**src/hw/ppo_consts.svh**
```systemverilog
`ifndef PPO_CONSTS_SVH
`define PPO_CONSTS_SVH

// Register word addresses
`define PPO_ADDR_SEQ_CTRL 16'h000B
`define PPO_ADDR_PULSE_SET 16'h000D

// Reset values
`define PPO_SEQ_CTRL_RST 16'h0000
`define PPO_PULSE_SET_RST 16'h0000

// Sequencer control fields
`define PPO_RANGE_EXT_BIT 11
`define PPO_COORD_SEL_BIT 10

// Pulse output settings fields
`define PPO_LB_MSB 15
`define PPO_LB_LSB 10
`define PPO_UB_MSB 9
`define PPO_UB_LSB 4
`define PPO_EN_BIT 3
`define PPO_PS_MSB 2
`define PPO_PS_LSB 0

// Position coding
`define PPO_POS_MAX 16'h7FFF
`define PPO_POS_MIN 16'h8000
`define PPO_DUTY_FLIP 16'h7FFF
`define PPO_FULL_MASK 16'hFFFF
`define PPO_FULL_PERIOD 17'h10000
`define PPO_SCALE_TOP 4'h9

// Timing
`define PPO_CLK_NS 100
`define PPO_STEP_NS 125
`define PPO_STEP_CYC \
    (((`PPO_STEP_NS / `PPO_CLK_NS) < 1) ? 1 : (`PPO_STEP_NS / `PPO_CLK_NS))

`endif

```
**src/hw/ppo_pkg.sv**
```systemverilog
`default_nettype none

package ppo_pkg;

    typedef logic [2:0] ppo_prescale_t;
    typedef logic [5:0] ppo_bound_t;
    typedef logic [16:0] ppo_count_t;

    typedef enum logic [0:0] {
        PPO_IDLE,
        PPO_RUN
    } ppo_state_t;

endpackage : ppo_pkg

`default_nettype wire

```
**src/hw/position_pwm_output.sv**
```systemverilog
`include "ppo_consts.svh"

`default_nettype none

module position_pwm_output (
    input wire logic clk,
    input wire logic arst_n,
    input wire logic [15:0] linearized_position,
    input wire logic magnet_direction_flag,
    input wire logic error_flag,
    input wire logic [15:0] reg_addr,
    input wire logic [15:0] reg_wdata,
    input wire logic reg_wr,
    input wire logic reg_rd,
    output logic [15:0] reg_rdata,
    output logic reg_rvalid,
    output logic [15:0] conditioned_position,
    output logic range_extension_enable,
    output logic pwm_out
);

    // Register file
    logic [15:0] seq_ctrl_q;
    logic [15:0] seq_ctrl_d;
    logic [15:0] pulse_set_q;
    logic [15:0] pulse_set_d;
    logic [15:0] rdata_q;
    logic [15:0] rdata_d;
    logic rvalid_q;
    logic rvalid_d;

    always_comb
    begin
        seq_ctrl_d = seq_ctrl_q;
        pulse_set_d = pulse_set_q;
        rdata_d = rdata_q;
        rvalid_d = reg_rd;
        if (reg_wr)
        begin
            if (reg_addr == `PPO_ADDR_SEQ_CTRL)
            begin
                seq_ctrl_d = reg_wdata;
            end
            else if (reg_addr == `PPO_ADDR_PULSE_SET)
            begin
                pulse_set_d = reg_wdata;
            end
        end
        if (reg_rd)
        begin
            if (reg_addr == `PPO_ADDR_SEQ_CTRL)
            begin
                rdata_d = seq_ctrl_q;
            end
            else if (reg_addr == `PPO_ADDR_PULSE_SET)
            begin
                rdata_d = pulse_set_q;
            end
            else
            begin
                rdata_d = 16'h0000;
            end
        end
    end

    always_ff @(posedge clk or negedge arst_n)
    begin
        if (!arst_n)
        begin
            seq_ctrl_q <= `PPO_SEQ_CTRL_RST;
            pulse_set_q <= `PPO_PULSE_SET_RST;
            rdata_q <= 16'h0000;
            rvalid_q <= 1'b0;
        end
        else
        begin
            seq_ctrl_q <= seq_ctrl_d;
            pulse_set_q <= pulse_set_d;
            rdata_q <= rdata_d;
            rvalid_q <= rvalid_d;
        end
    end

    logic coord_sel;
    logic out_enable;
    ppo_pkg::ppo_bound_t lower_field;
    ppo_pkg::ppo_bound_t upper_field;
    ppo_pkg::ppo_prescale_t prescale_field;

    assign coord_sel = seq_ctrl_q[`PPO_COORD_SEL_BIT];
    assign out_enable = pulse_set_q[`PPO_EN_BIT];
    assign lower_field = pulse_set_q[`PPO_LB_MSB:`PPO_LB_LSB];
    assign upper_field = pulse_set_q[`PPO_UB_MSB:`PPO_UB_LSB];
    assign prescale_field = pulse_set_q[`PPO_PS_MSB:`PPO_PS_LSB];

    // Position conditioning
    logic [15:0] pos_adj;
    logic [15:0] pos_q;
    logic ext_q;

    always_comb
    begin
        pos_adj = linearized_position;
        if (coord_sel && magnet_direction_flag)
        begin
            // Negating the most negative code would wrap, so saturate it
            if (linearized_position == `PPO_POS_MIN)
            begin
                pos_adj = `PPO_POS_MAX;
            end
            else
            begin
                pos_adj = 16'h0000 - linearized_position;
            end
        end
    end

    always_ff @(posedge clk or negedge arst_n)
    begin
        if (!arst_n)
        begin
            pos_q <= 16'h0000;
            ext_q <= 1'b0;
        end
        else
        begin
            pos_q <= pos_adj;
            ext_q <= seq_ctrl_q[`PPO_RANGE_EXT_BIT];
        end
    end

    // Duty computation from the live prescale; latched at period start
    ppo_pkg::ppo_count_t min_off;
    ppo_pkg::ppo_count_t max_off;
    ppo_pkg::ppo_bound_t lower_inv;

    assign lower_inv = ~lower_field;

    ppo_bound_scale u_lower (
        .field(lower_inv),
        .prescale(prescale_field),
        .scaled(min_off)
    );

    ppo_bound_scale u_upper (
        .field(upper_field),
        .prescale(prescale_field),
        .scaled(max_off)
    );

    logic [15:0] duty_raw;
    logic [15:0] duty_shift;
    logic [15:0] res_mask;
    ppo_pkg::ppo_count_t high_raw;
    ppo_pkg::ppo_count_t period_new;
    ppo_pkg::ppo_count_t high_min;
    ppo_pkg::ppo_count_t high_max;
    ppo_pkg::ppo_count_t high_new;

    always_comb
    begin
        // Offset binary, inverted: 32767 -> 0, 0 -> half, -32768 -> full
        duty_raw = pos_q ^ `PPO_DUTY_FLIP;
        duty_shift = duty_raw >> prescale_field;
        res_mask = `PPO_FULL_MASK >> prescale_field;
        period_new = `PPO_FULL_PERIOD >> prescale_field;
        // Top code stretched to a full period so 100% is reachable
        high_raw = {1'b0, duty_shift} + {16'h0000, duty_shift == res_mask};
        high_min = min_off;
        high_max = period_new - max_off;
        high_new = high_raw;
        if (high_raw < high_min)
        begin
            high_new = high_min;
        end
        else if (high_raw > high_max)
        begin
            high_new = high_max;
        end
        if (error_flag)
        begin
            high_new = 17'h00000;
        end
    end

    // Pulse generator
    ppo_pkg::ppo_state_t state_q;
    ppo_pkg::ppo_state_t state_d;
    ppo_pkg::ppo_count_t cnt_q;
    ppo_pkg::ppo_count_t cnt_d;
    ppo_pkg::ppo_count_t high_q;
    ppo_pkg::ppo_count_t high_d;
    ppo_pkg::ppo_count_t period_q;
    ppo_pkg::ppo_count_t period_d;
    logic pwm_q;
    logic pwm_d;
    logic step;

    ppo_step_divider #(
        .CYC(`PPO_STEP_CYC)
    ) u_step (
        .clk(clk),
        .arst_n(arst_n),
        .run(out_enable),
        .tick(step)
    );

    always_comb
    begin
        state_d = state_q;
        cnt_d = cnt_q;
        high_d = high_q;
        period_d = period_q;
        pwm_d = 1'b0;
        case (state_q)
            ppo_pkg::PPO_IDLE:
            begin
                cnt_d = 17'h00000;
                if (out_enable)
                begin
                    state_d = ppo_pkg::PPO_RUN;
                    high_d = high_new;
                    period_d = period_new;
                end
            end
            ppo_pkg::PPO_RUN:
            begin
                if (!out_enable)
                begin
                    state_d = ppo_pkg::PPO_IDLE;
                    cnt_d = 17'h00000;
                end
                else
                begin
                    pwm_d = cnt_q < high_q;
                    if (step)
                    begin
                        // New values only at a period edge, no runt pulses
                        if (cnt_q >= period_q - 17'h00001)
                        begin
                            cnt_d = 17'h00000;
                            high_d = high_new;
                            period_d = period_new;
                        end
                        else
                        begin
                            cnt_d = cnt_q + 17'h00001;
                        end
                    end
                end
            end
            default:
            begin
                state_d = ppo_pkg::PPO_IDLE;
            end
        endcase
        // An error takes effect at once, not at the next period
        if (error_flag)
        begin
            pwm_d = 1'b0;
        end
    end

    always_ff @(posedge clk or negedge arst_n)
    begin
        if (!arst_n)
        begin
            state_q <= ppo_pkg::PPO_IDLE;
            cnt_q <= 17'h00000;
            high_q <= 17'h00000;
            period_q <= `PPO_FULL_PERIOD;
            pwm_q <= 1'b0;
        end
        else
        begin
            state_q <= state_d;
            cnt_q <= cnt_d;
            high_q <= high_d;
            period_q <= period_d;
            pwm_q <= pwm_d;
        end
    end

    assign reg_rdata = rdata_q;
    assign reg_rvalid = rvalid_q;
    assign conditioned_position = pos_q;
    assign range_extension_enable = ext_q;
    assign pwm_out = pwm_q;

endmodule : position_pwm_output

`default_nettype wire

```
**src/hw/ppo_bound_scale.sv**
```systemverilog
`include "ppo_consts.svh"

`default_nettype none

// Maps a 6-bit field 0..63 onto 0..64 and scales it to a count of
// 64ths of half a period at the selected resolution.
module ppo_bound_scale (
    input wire ppo_pkg::ppo_bound_t field,
    input wire ppo_pkg::ppo_prescale_t prescale,
    output ppo_pkg::ppo_count_t scaled
);

    logic [6:0] stretched;
    logic [3:0] shift;

    // 63 lands exactly on 64 so the end codes reach 0% and 50% exactly
    assign stretched = {1'b0, field} + {6'h00, field[5]};
    assign shift = `PPO_SCALE_TOP - {1'b0, prescale};
    assign scaled = {10'h000, stretched} << shift;

endmodule : ppo_bound_scale

`default_nettype wire

```
**src/hw/ppo_step_divider.sv**
```systemverilog
`default_nettype none

module ppo_step_divider #(
    parameter int unsigned CYC = 1
) (
    input wire logic clk,
    input wire logic arst_n,
    input wire logic run,
    output logic tick
);

    localparam logic [7:0] LAST = 8'(CYC - 1);

    logic [7:0] cnt_q;
    logic [7:0] cnt_d;
    logic tick_q;
    logic tick_d;

    always_comb
    begin
        cnt_d = 8'h00;
        tick_d = 1'b0;
        if (run)
        begin
            if (cnt_q >= LAST)
            begin
                cnt_d = 8'h00;
                tick_d = 1'b1;
            end
            else
            begin
                cnt_d = cnt_q + 8'h01;
            end
        end
    end

    always_ff @(posedge clk or negedge arst_n)
    begin
        if (!arst_n)
        begin
            cnt_q <= 8'h00;
            tick_q <= 1'b0;
        end
        else
        begin
            cnt_q <= cnt_d;
            tick_q <= tick_d;
        end
    end

    assign tick = tick_q;

endmodule : ppo_step_divider

`default_nettype wire
```
**config.mk**
```make
export PLATFORM = sky130hd
export DESIGN_NAME = position_pwm_output
export DESIGN_NICKNAME = d
export VERILOG_FILES = /design/src/hw/ppo_pkg.sv /design/src/hw/position_pwm_output.sv /design/src/hw/ppo_bound_scale.sv /design/src/hw/ppo_step_divider.sv
export VERILOG_INCLUDE_DIRS = /design/src /design/src/hw
export SDC_FILE = /design/constraint.sdc
export NUM_CORES = 1
export LEC_CHECK = 0
export ABC_AREA = 0
export BUFFER_PORTS_ARGS = -buffer_cell sky130_fd_sc_hd__buf_2
export CAP_MARGIN = 10
export CORE_ASPECT_RATIO = 2
export CORE_MARGIN = 10
export CORE_UTILIZATION = 35
export CTS_CLUSTER_SIZE = 16
export DETAILED_ROUTE_END_ITERATION = 8
export GPL_TIMING_DRIVEN = 0
export PLACE_DENSITY = 0.64
export SLEW_MARGIN = 20
export SYNTH_ARGS = -nofsm -noshare
export SYNTH_HDL_FRONTEND = slang
export SYNTH_SLANG_ARGS = --single-unit
```
**constraint.sdc**
```tcl
create_clock -name clk -period 9.05 [get_ports clk]
set_clock_uncertainty 0.15 [all_clocks]
set_input_delay 2.2625 -clock clk [delete_from_list [all_inputs] [get_ports clk]]
set_output_delay 2.2625 -clock clk [all_outputs]
set_load 0.01 [all_outputs]
```
# Word level (Yosys, flattened, before mapping)
# Cells that the tools add are included.
# word_totals
reg_bits	128
inputBits	54
output_inout_bits	35
# classes
addsub	9
order_cmp	5
n_eq_ne	9
shifts	5
mux	29
bitwise	4
n_reduce_logical	4
# ops
op	count
17-bit 2-to-1 mux	14
17-bit case mux with 2 select lines	3
16-bit 2-to-1 mux	4
17-bit less-than comparator	2
7-bit by 4-bit << shifter with 17-bit output	2
16-bit by 4-bit equality test with 1-bit output, second input constant	2
16-bit by 1-bit adder with 17-bit output	1
17-bit by 1-bit adder with 17-bit output, second input constant	1
17-bit greater-or-equal comparator	1
17-bit greater-than comparator	1
17-bit by 3-bit >> shifter with 17-bit output, first input constant	1
17-bit by 1-bit subtractor with 17-bit output, second input constant	1
17-bit subtractor	1
16-bit equality test	1
16-bit equality test, second input constant	1
8-bit 2-to-1 mux	2
16-bit by 3-bit >> shifter with 16-bit output	1
16-bit by 3-bit >> shifter with 16-bit output, first input constant	1
1-bit by 16-bit subtractor with 16-bit output, first input constant	1
15-bit inverter	1
6-bit by 1-bit adder with 7-bit output	2
8-bit by 1-bit adder with 8-bit output, second input constant	1
8-bit by 1-bit greater-or-equal comparator with 1-bit output, second input constant	1
1-bit 2-to-1 mux	6
10 further kinds	13

# Longest topological paths before layout
# depth
ltp_word	12
mapped_depth	31
mapped_depth_nobuf	26

# Cells and area by module
# Synthesis repeated with hierarchy kept, for this count alone.
# hier_totals
cells_unflattened	1123
area_unflattened_um2	9691.8
# by_module_without_submodules
module	n_inst	cells_per_inst	area_each_um2	seq_area_each_um2
position_pwm_output	1	902	8172.8	2753.9
ppo_bound_scale	2	110	747.0	0.0
ppo_step_divider	1	1	25.0	25.0

# Worst setup path after synthesis
# Ideal clock, no wire load.
# synth_timing
path_kind	register to register
startpoint	register pulse_set_q[2]
endpoint	register high_q[13]
setup_ns	0.122
arrival_ns	6.074
required_time_ns	8.778
setup_slack_ns	2.705
stages_incl_launch_ff	26
n_path_buf	5
path_cell_list	dfrtp_1 > clkinv_1 > buf_1 > clkbuf_1 > ha_1 > clkbuf_1 > clkbuf_1 > nand3_1 > o32a_1 > nor4_1 > ha_1 > ha_1 > o2111a_1 > nand2b_1 > xnor2_1 > nand2_1 > o21ai_1 > ha_1 > a21oi_1 > o21ai_0 > a2111oi_0 > o31ai_1 > a221oi_2 > buf_2 > or3b_2 > a32o_1
# synth_via
elab_chain_len	11
# synth_rtl
element	line	source
from (decl)	position_pwm_output.sv:25	logic [15:0] pulse_set_q;
from (signal assigned)	position_pwm_output.sv:71	pulse_set_q <= `PPO_PULSE_SET_RST;
from (signal assigned)	position_pwm_output.sv:78	pulse_set_q <= pulse_set_d;
4-bit by 3-bit subtractor with 4-bit output (no source line), or another cell as far along	--	
7-bit by 4-bit << shifter with 17-bit output / 16-bit equality test (equally long branches)	ppo_bound_scale.sv:19, position_pwm_output.sv:168	
17-bit subtractor / 16-bit by 1-bit adder with 17-bit output (equally long branches)	position_pwm_output.sv:170, position_pwm_output.sv:168	
17-bit greater-than comparator	position_pwm_output.sv:176	else if (high_raw > high_max)
17-bit 2-to-1 mux	position_pwm_output.sv:176	
17-bit 2-to-1 mux (*)	position_pwm_output.sv:172	if (high_raw < high_min)
17-bit 2-to-1 mux (*)	position_pwm_output.sv:180	if (error_flag)
17-bit 2-to-1 mux	position_pwm_output.sv:239	if (cnt_q >= period_q - 17'h00001)
17-bit 2-to-1 mux	position_pwm_output.sv:236	if (step)
17-bit 2-to-1 mux	position_pwm_output.sv:228	if (!out_enable)
17-bit case mux with 2 select lines (*)	position_pwm_output.sv:215	case (state_q)
to (signal assigned)	position_pwm_output.sv:278	high_q <= high_d;
to (decl)	position_pwm_output.sv:191	ppo_pkg::ppo_count_t high_q;
# Mark *: on every way between the ends. The rest lies on a longest branch, timed or not. The select of a mux whose other input is x is not followed.
# A chain may end at the register's enable or synchronous reset.

# Final worst setup path
# layout_timing
startpoint	register pulse_set_q[2]
endpoint	register high_q[16]
# Same word-level chain as after synthesis.

==> impl_metrics.csv <==
group,metric,value,unit
status,outcome,"finished, final reports clean",
clock_network,ctsHoldBuffers,0,
synth,synth-async-reset-ratio,100.0,%
die,start_util,35.58,%
timing,slew_violations,0,
synth,synth_most_common_cell,"nor2_1",
global_route,grt_pass1_vias,8789,
timing,holdWs,0.2541,ns
synth,yosysTopAreaCell,"dfrtp_1",
finish,fillers,2646,
finish,nNetsFinal,1272,
worst_setup_path,cp_common_cell,"ha_1",
clock_network,cts_tree,"yes",
power,p_leak,0.004653,uW
die,dieArea,0.03332,mm2
route,vias,8485,
worst_setup_path,path_class,"reg2reg",
clock_network,clockBufferDepth,2,
timing,finalSetupViolations,0,
synth,synth.top_cell.area_share,29.89,%
route,detail_route.vias_per_cell,5.706,
worst_setup_path,cp-start-kind,"flop",
finish,antenna_cells,0,
route,dr.pass1.iters,5,
timing,finalCritPeriodShare,95.33,%
global_route,grt_usage,18.34,%
timing,tightest_slew,1.098,ns
worst_setup_path,critPathCaptureType,"flop",
synth,synthTopCellsByArea,"dfrtp_1 (30%), ha_1 (10%), mux2_2 (4.9%), nor2_1 (4.8%), a21oi_1 (4.3%)",
global_route,gr-total-overflow,0,
synth,synth_seq_cells,110,
power,vdd_drop_max,0.1005,mV
timing,hold_viol_final,0,
worst_setup_path,critical_path.max_stage_delay,0.61,ns
power,power_switching,296.2,uW
hold_path,hp-class,"reg2reg",
timing,rsz0062_at_grt,"no",
power,clkPwrFrac,41.6,%
route,postRouteAntennaNets,0,
synth,syn_area_per_cell,8.758,um2
worst_setup_path,arrival,8.76,ns
clock_network,cts_max_level,3,
route,wl,30.38,mm
clock_network,cts.sinks,110,
clock_network,clkLatencyLatePin,0.38,ns
global_route,antenna_found_initial,0,
global_route,grt_max_degree,67,
power,swShare,27.74,%
global_route,grt_pass1_wl,47.51,mm
run,drv_cap,0,
power,p_per_area,103.2,mW/mm2
finish,regArea,0.002754,mm2
synth,synthesis.nets,1172,
placement,io_buffer_count,88,
route,post_drt_wl_per_cell,20.43,um
die,dieHeight,248.4,um
clock_network,cts-root-buf,"clkbuf_16",
power,p_comb_share,10.6,%
power,p_seq_share,47.8,%
clock_network,cts_made_buffers,9,
finish,syn_to_final_growth,13.42,%
synth,synthCells,1042,
placement,hpwl,25.29,mm
route,drcViolationCount,0,
clock_network,postCtsSetupBuffers,0,
synth,ys_seq_area_share,30.18,%
synth,synth_edf_count,0,
synth,synth_cell_type_count,77,
route,drt_iter0_drc,371,
finish,layout-drive-gt1-share,16.13,%
clock_network,clk_pin_slew,0.09,ns
die,die_x,134.2,um
timing,final.setup.tns,0,ns
synth,netlist_area,0.009126,mm2
synth,ys.flop_type,"dfrtp_1",
clock_network,cts_resized,0,
die,core_area,0.02565,mm2
die,rows,83,
worst_setup_path,crit_path_top_delay_cell,"clkbuf_1",
finish,multiInputGateArea,0.005967,mm2
placement,gp_congestion,1.026,
timing,slew-limit-headroom,26.57,%
synth,yosysWarnings,0,
synth,synth_commonest_cells,"nor2_1 (116), dfrtp_1 (109), nand2_1 (80)",
timing,fmax,115.9,MHz
power,cell_internal_pwr,771.8,uW
worst_setup_path,cp.required,9.18,ns
worst_setup_path,crit_path_max_fanout,10,
die,io_pins,89,
timing,finalCriticalPeriod,8.627,ns
==> cell usage in the layout, fill, tap and decap left out, drive strengths merged, types with 7 or more instances in the layout <==
cell type,n
nor2,117
dfrtp,109
buf,108
nand2,80
a21oi,78
ha,76
o21ai,54
inv,47
mux2,40
clkbuf,40
xnor2,33
nand3,27
a22oi,26
nor3,25
xor2,24
mux2i,24
a21o,17
nand2b,15
or2,15
nor4,13
mux4,12
nand4,11
and3,10
a211oi,10
o211ai,10
or3,8
a31oi,7
nor2b,7
==> worst paths after layout <==
kind	slack, ns	cells after the start	startpoint	end
worst max-delay path	0.42	25	pulse_set_q[2]	high_q[16]
worst min-delay path	0.25	0	seq_ctrl_q[11]	range_extension_enable
min in group asynchronous	1.64	1	arst_n	period_q[11]
worst min register to register	0.25	0	seq_ctrl_q[11]	range_extension_enable
max in group asynchronous	6.42	2	arst_n	conditioned_position[13]
worst max register to register	0.42	25	pulse_set_q[2]	high_q[16]
==> worst max-delay path: cells and delay by family, from the launching register on <==
family / cells / cell delay (ns)
xor+xnor: 1 / 0.14
fa+ha+maj: 4 / 1.21
flops: 1 / 0.57
compound gates: 10 / 2.81
simple gates: 3 / 0.56
buf+inv: 7 / 3.08
==> per-stage QoR <==
stage	power (uW)	util, %	worst slack [ns]	area (um2)	instances
finish	1068	40.35	0.4226	10350	1487
global route	1106	40.35	0.01261	10350	1487
CTS	1080	40.35	0.5771	10350	1487
detailed placement	634.3	39.09	0.6054	10030	1471
global placement	630.6	38.95	0.6702	9992	1470
floorplan	577.3	-	2.705	9126	1042
==> per-layer routing <==
| metal | share of wire, % | track usage [%] |
|---|---|---|
| met5 | 0 | 0 |
| met4 | 9.8 | 17.62 |
| met3 | 3.2 | 3.188 |
| met2 | 56 | 35.22 |
| met1 | 31 | 15.08 |
==> cell families after synthesis <==
logic type / share of synthesized area [%]
buf+inv: 4.442
compound gates: 19.62
fa+ha+maj: 10.42
mux: 11.00
xor+xnor: 5.470
flops: 30.18
simple gates: 18.88
==> state kept, by name, summed over array words and instances (netlist names) <==
signal and count:
cnt_q 17, high_q 17, conditioned_position 16, pulse_set_q 16, reg_rdata 16, seq_ctrl_q 16, period_q 8, pwm_out 1
range_extension_enable 1, reg_rvalid 1, state_q 1
==> power by group through the flow <==
| stage | Combinational (uW) | Clock (uW) | Sequential (uW) |
|---|---|---|---|
| after floorplan | 55.3 | 0 | 522 |
| after detailed placement | 114 | 0 | 520 |
| after CTS | 115 | 455 | 511 |
| after global routing | 127 | 466 | 512 |
| final | 113 | 444 | 511 |
| after global placement | 111 | 0 | 520 |
==> cell type report <==
| class | count | share of cell area, % |
|---|---|---|
| buffer | 50 | 2.212 |
| tap | 340 | 4.110 |
| timing repair buffer | 89 | 4.581 |
| clock inverter | 7 | 0.9670 |
| sequential | 110 | 26.60 |
| clock buffer | 9 | 2.176 |
| multi-input combinational | 835 | 57.65 |
| inverter | 47 | 1.704 |
Note: power is estimated with default switching activity, not from simulation.
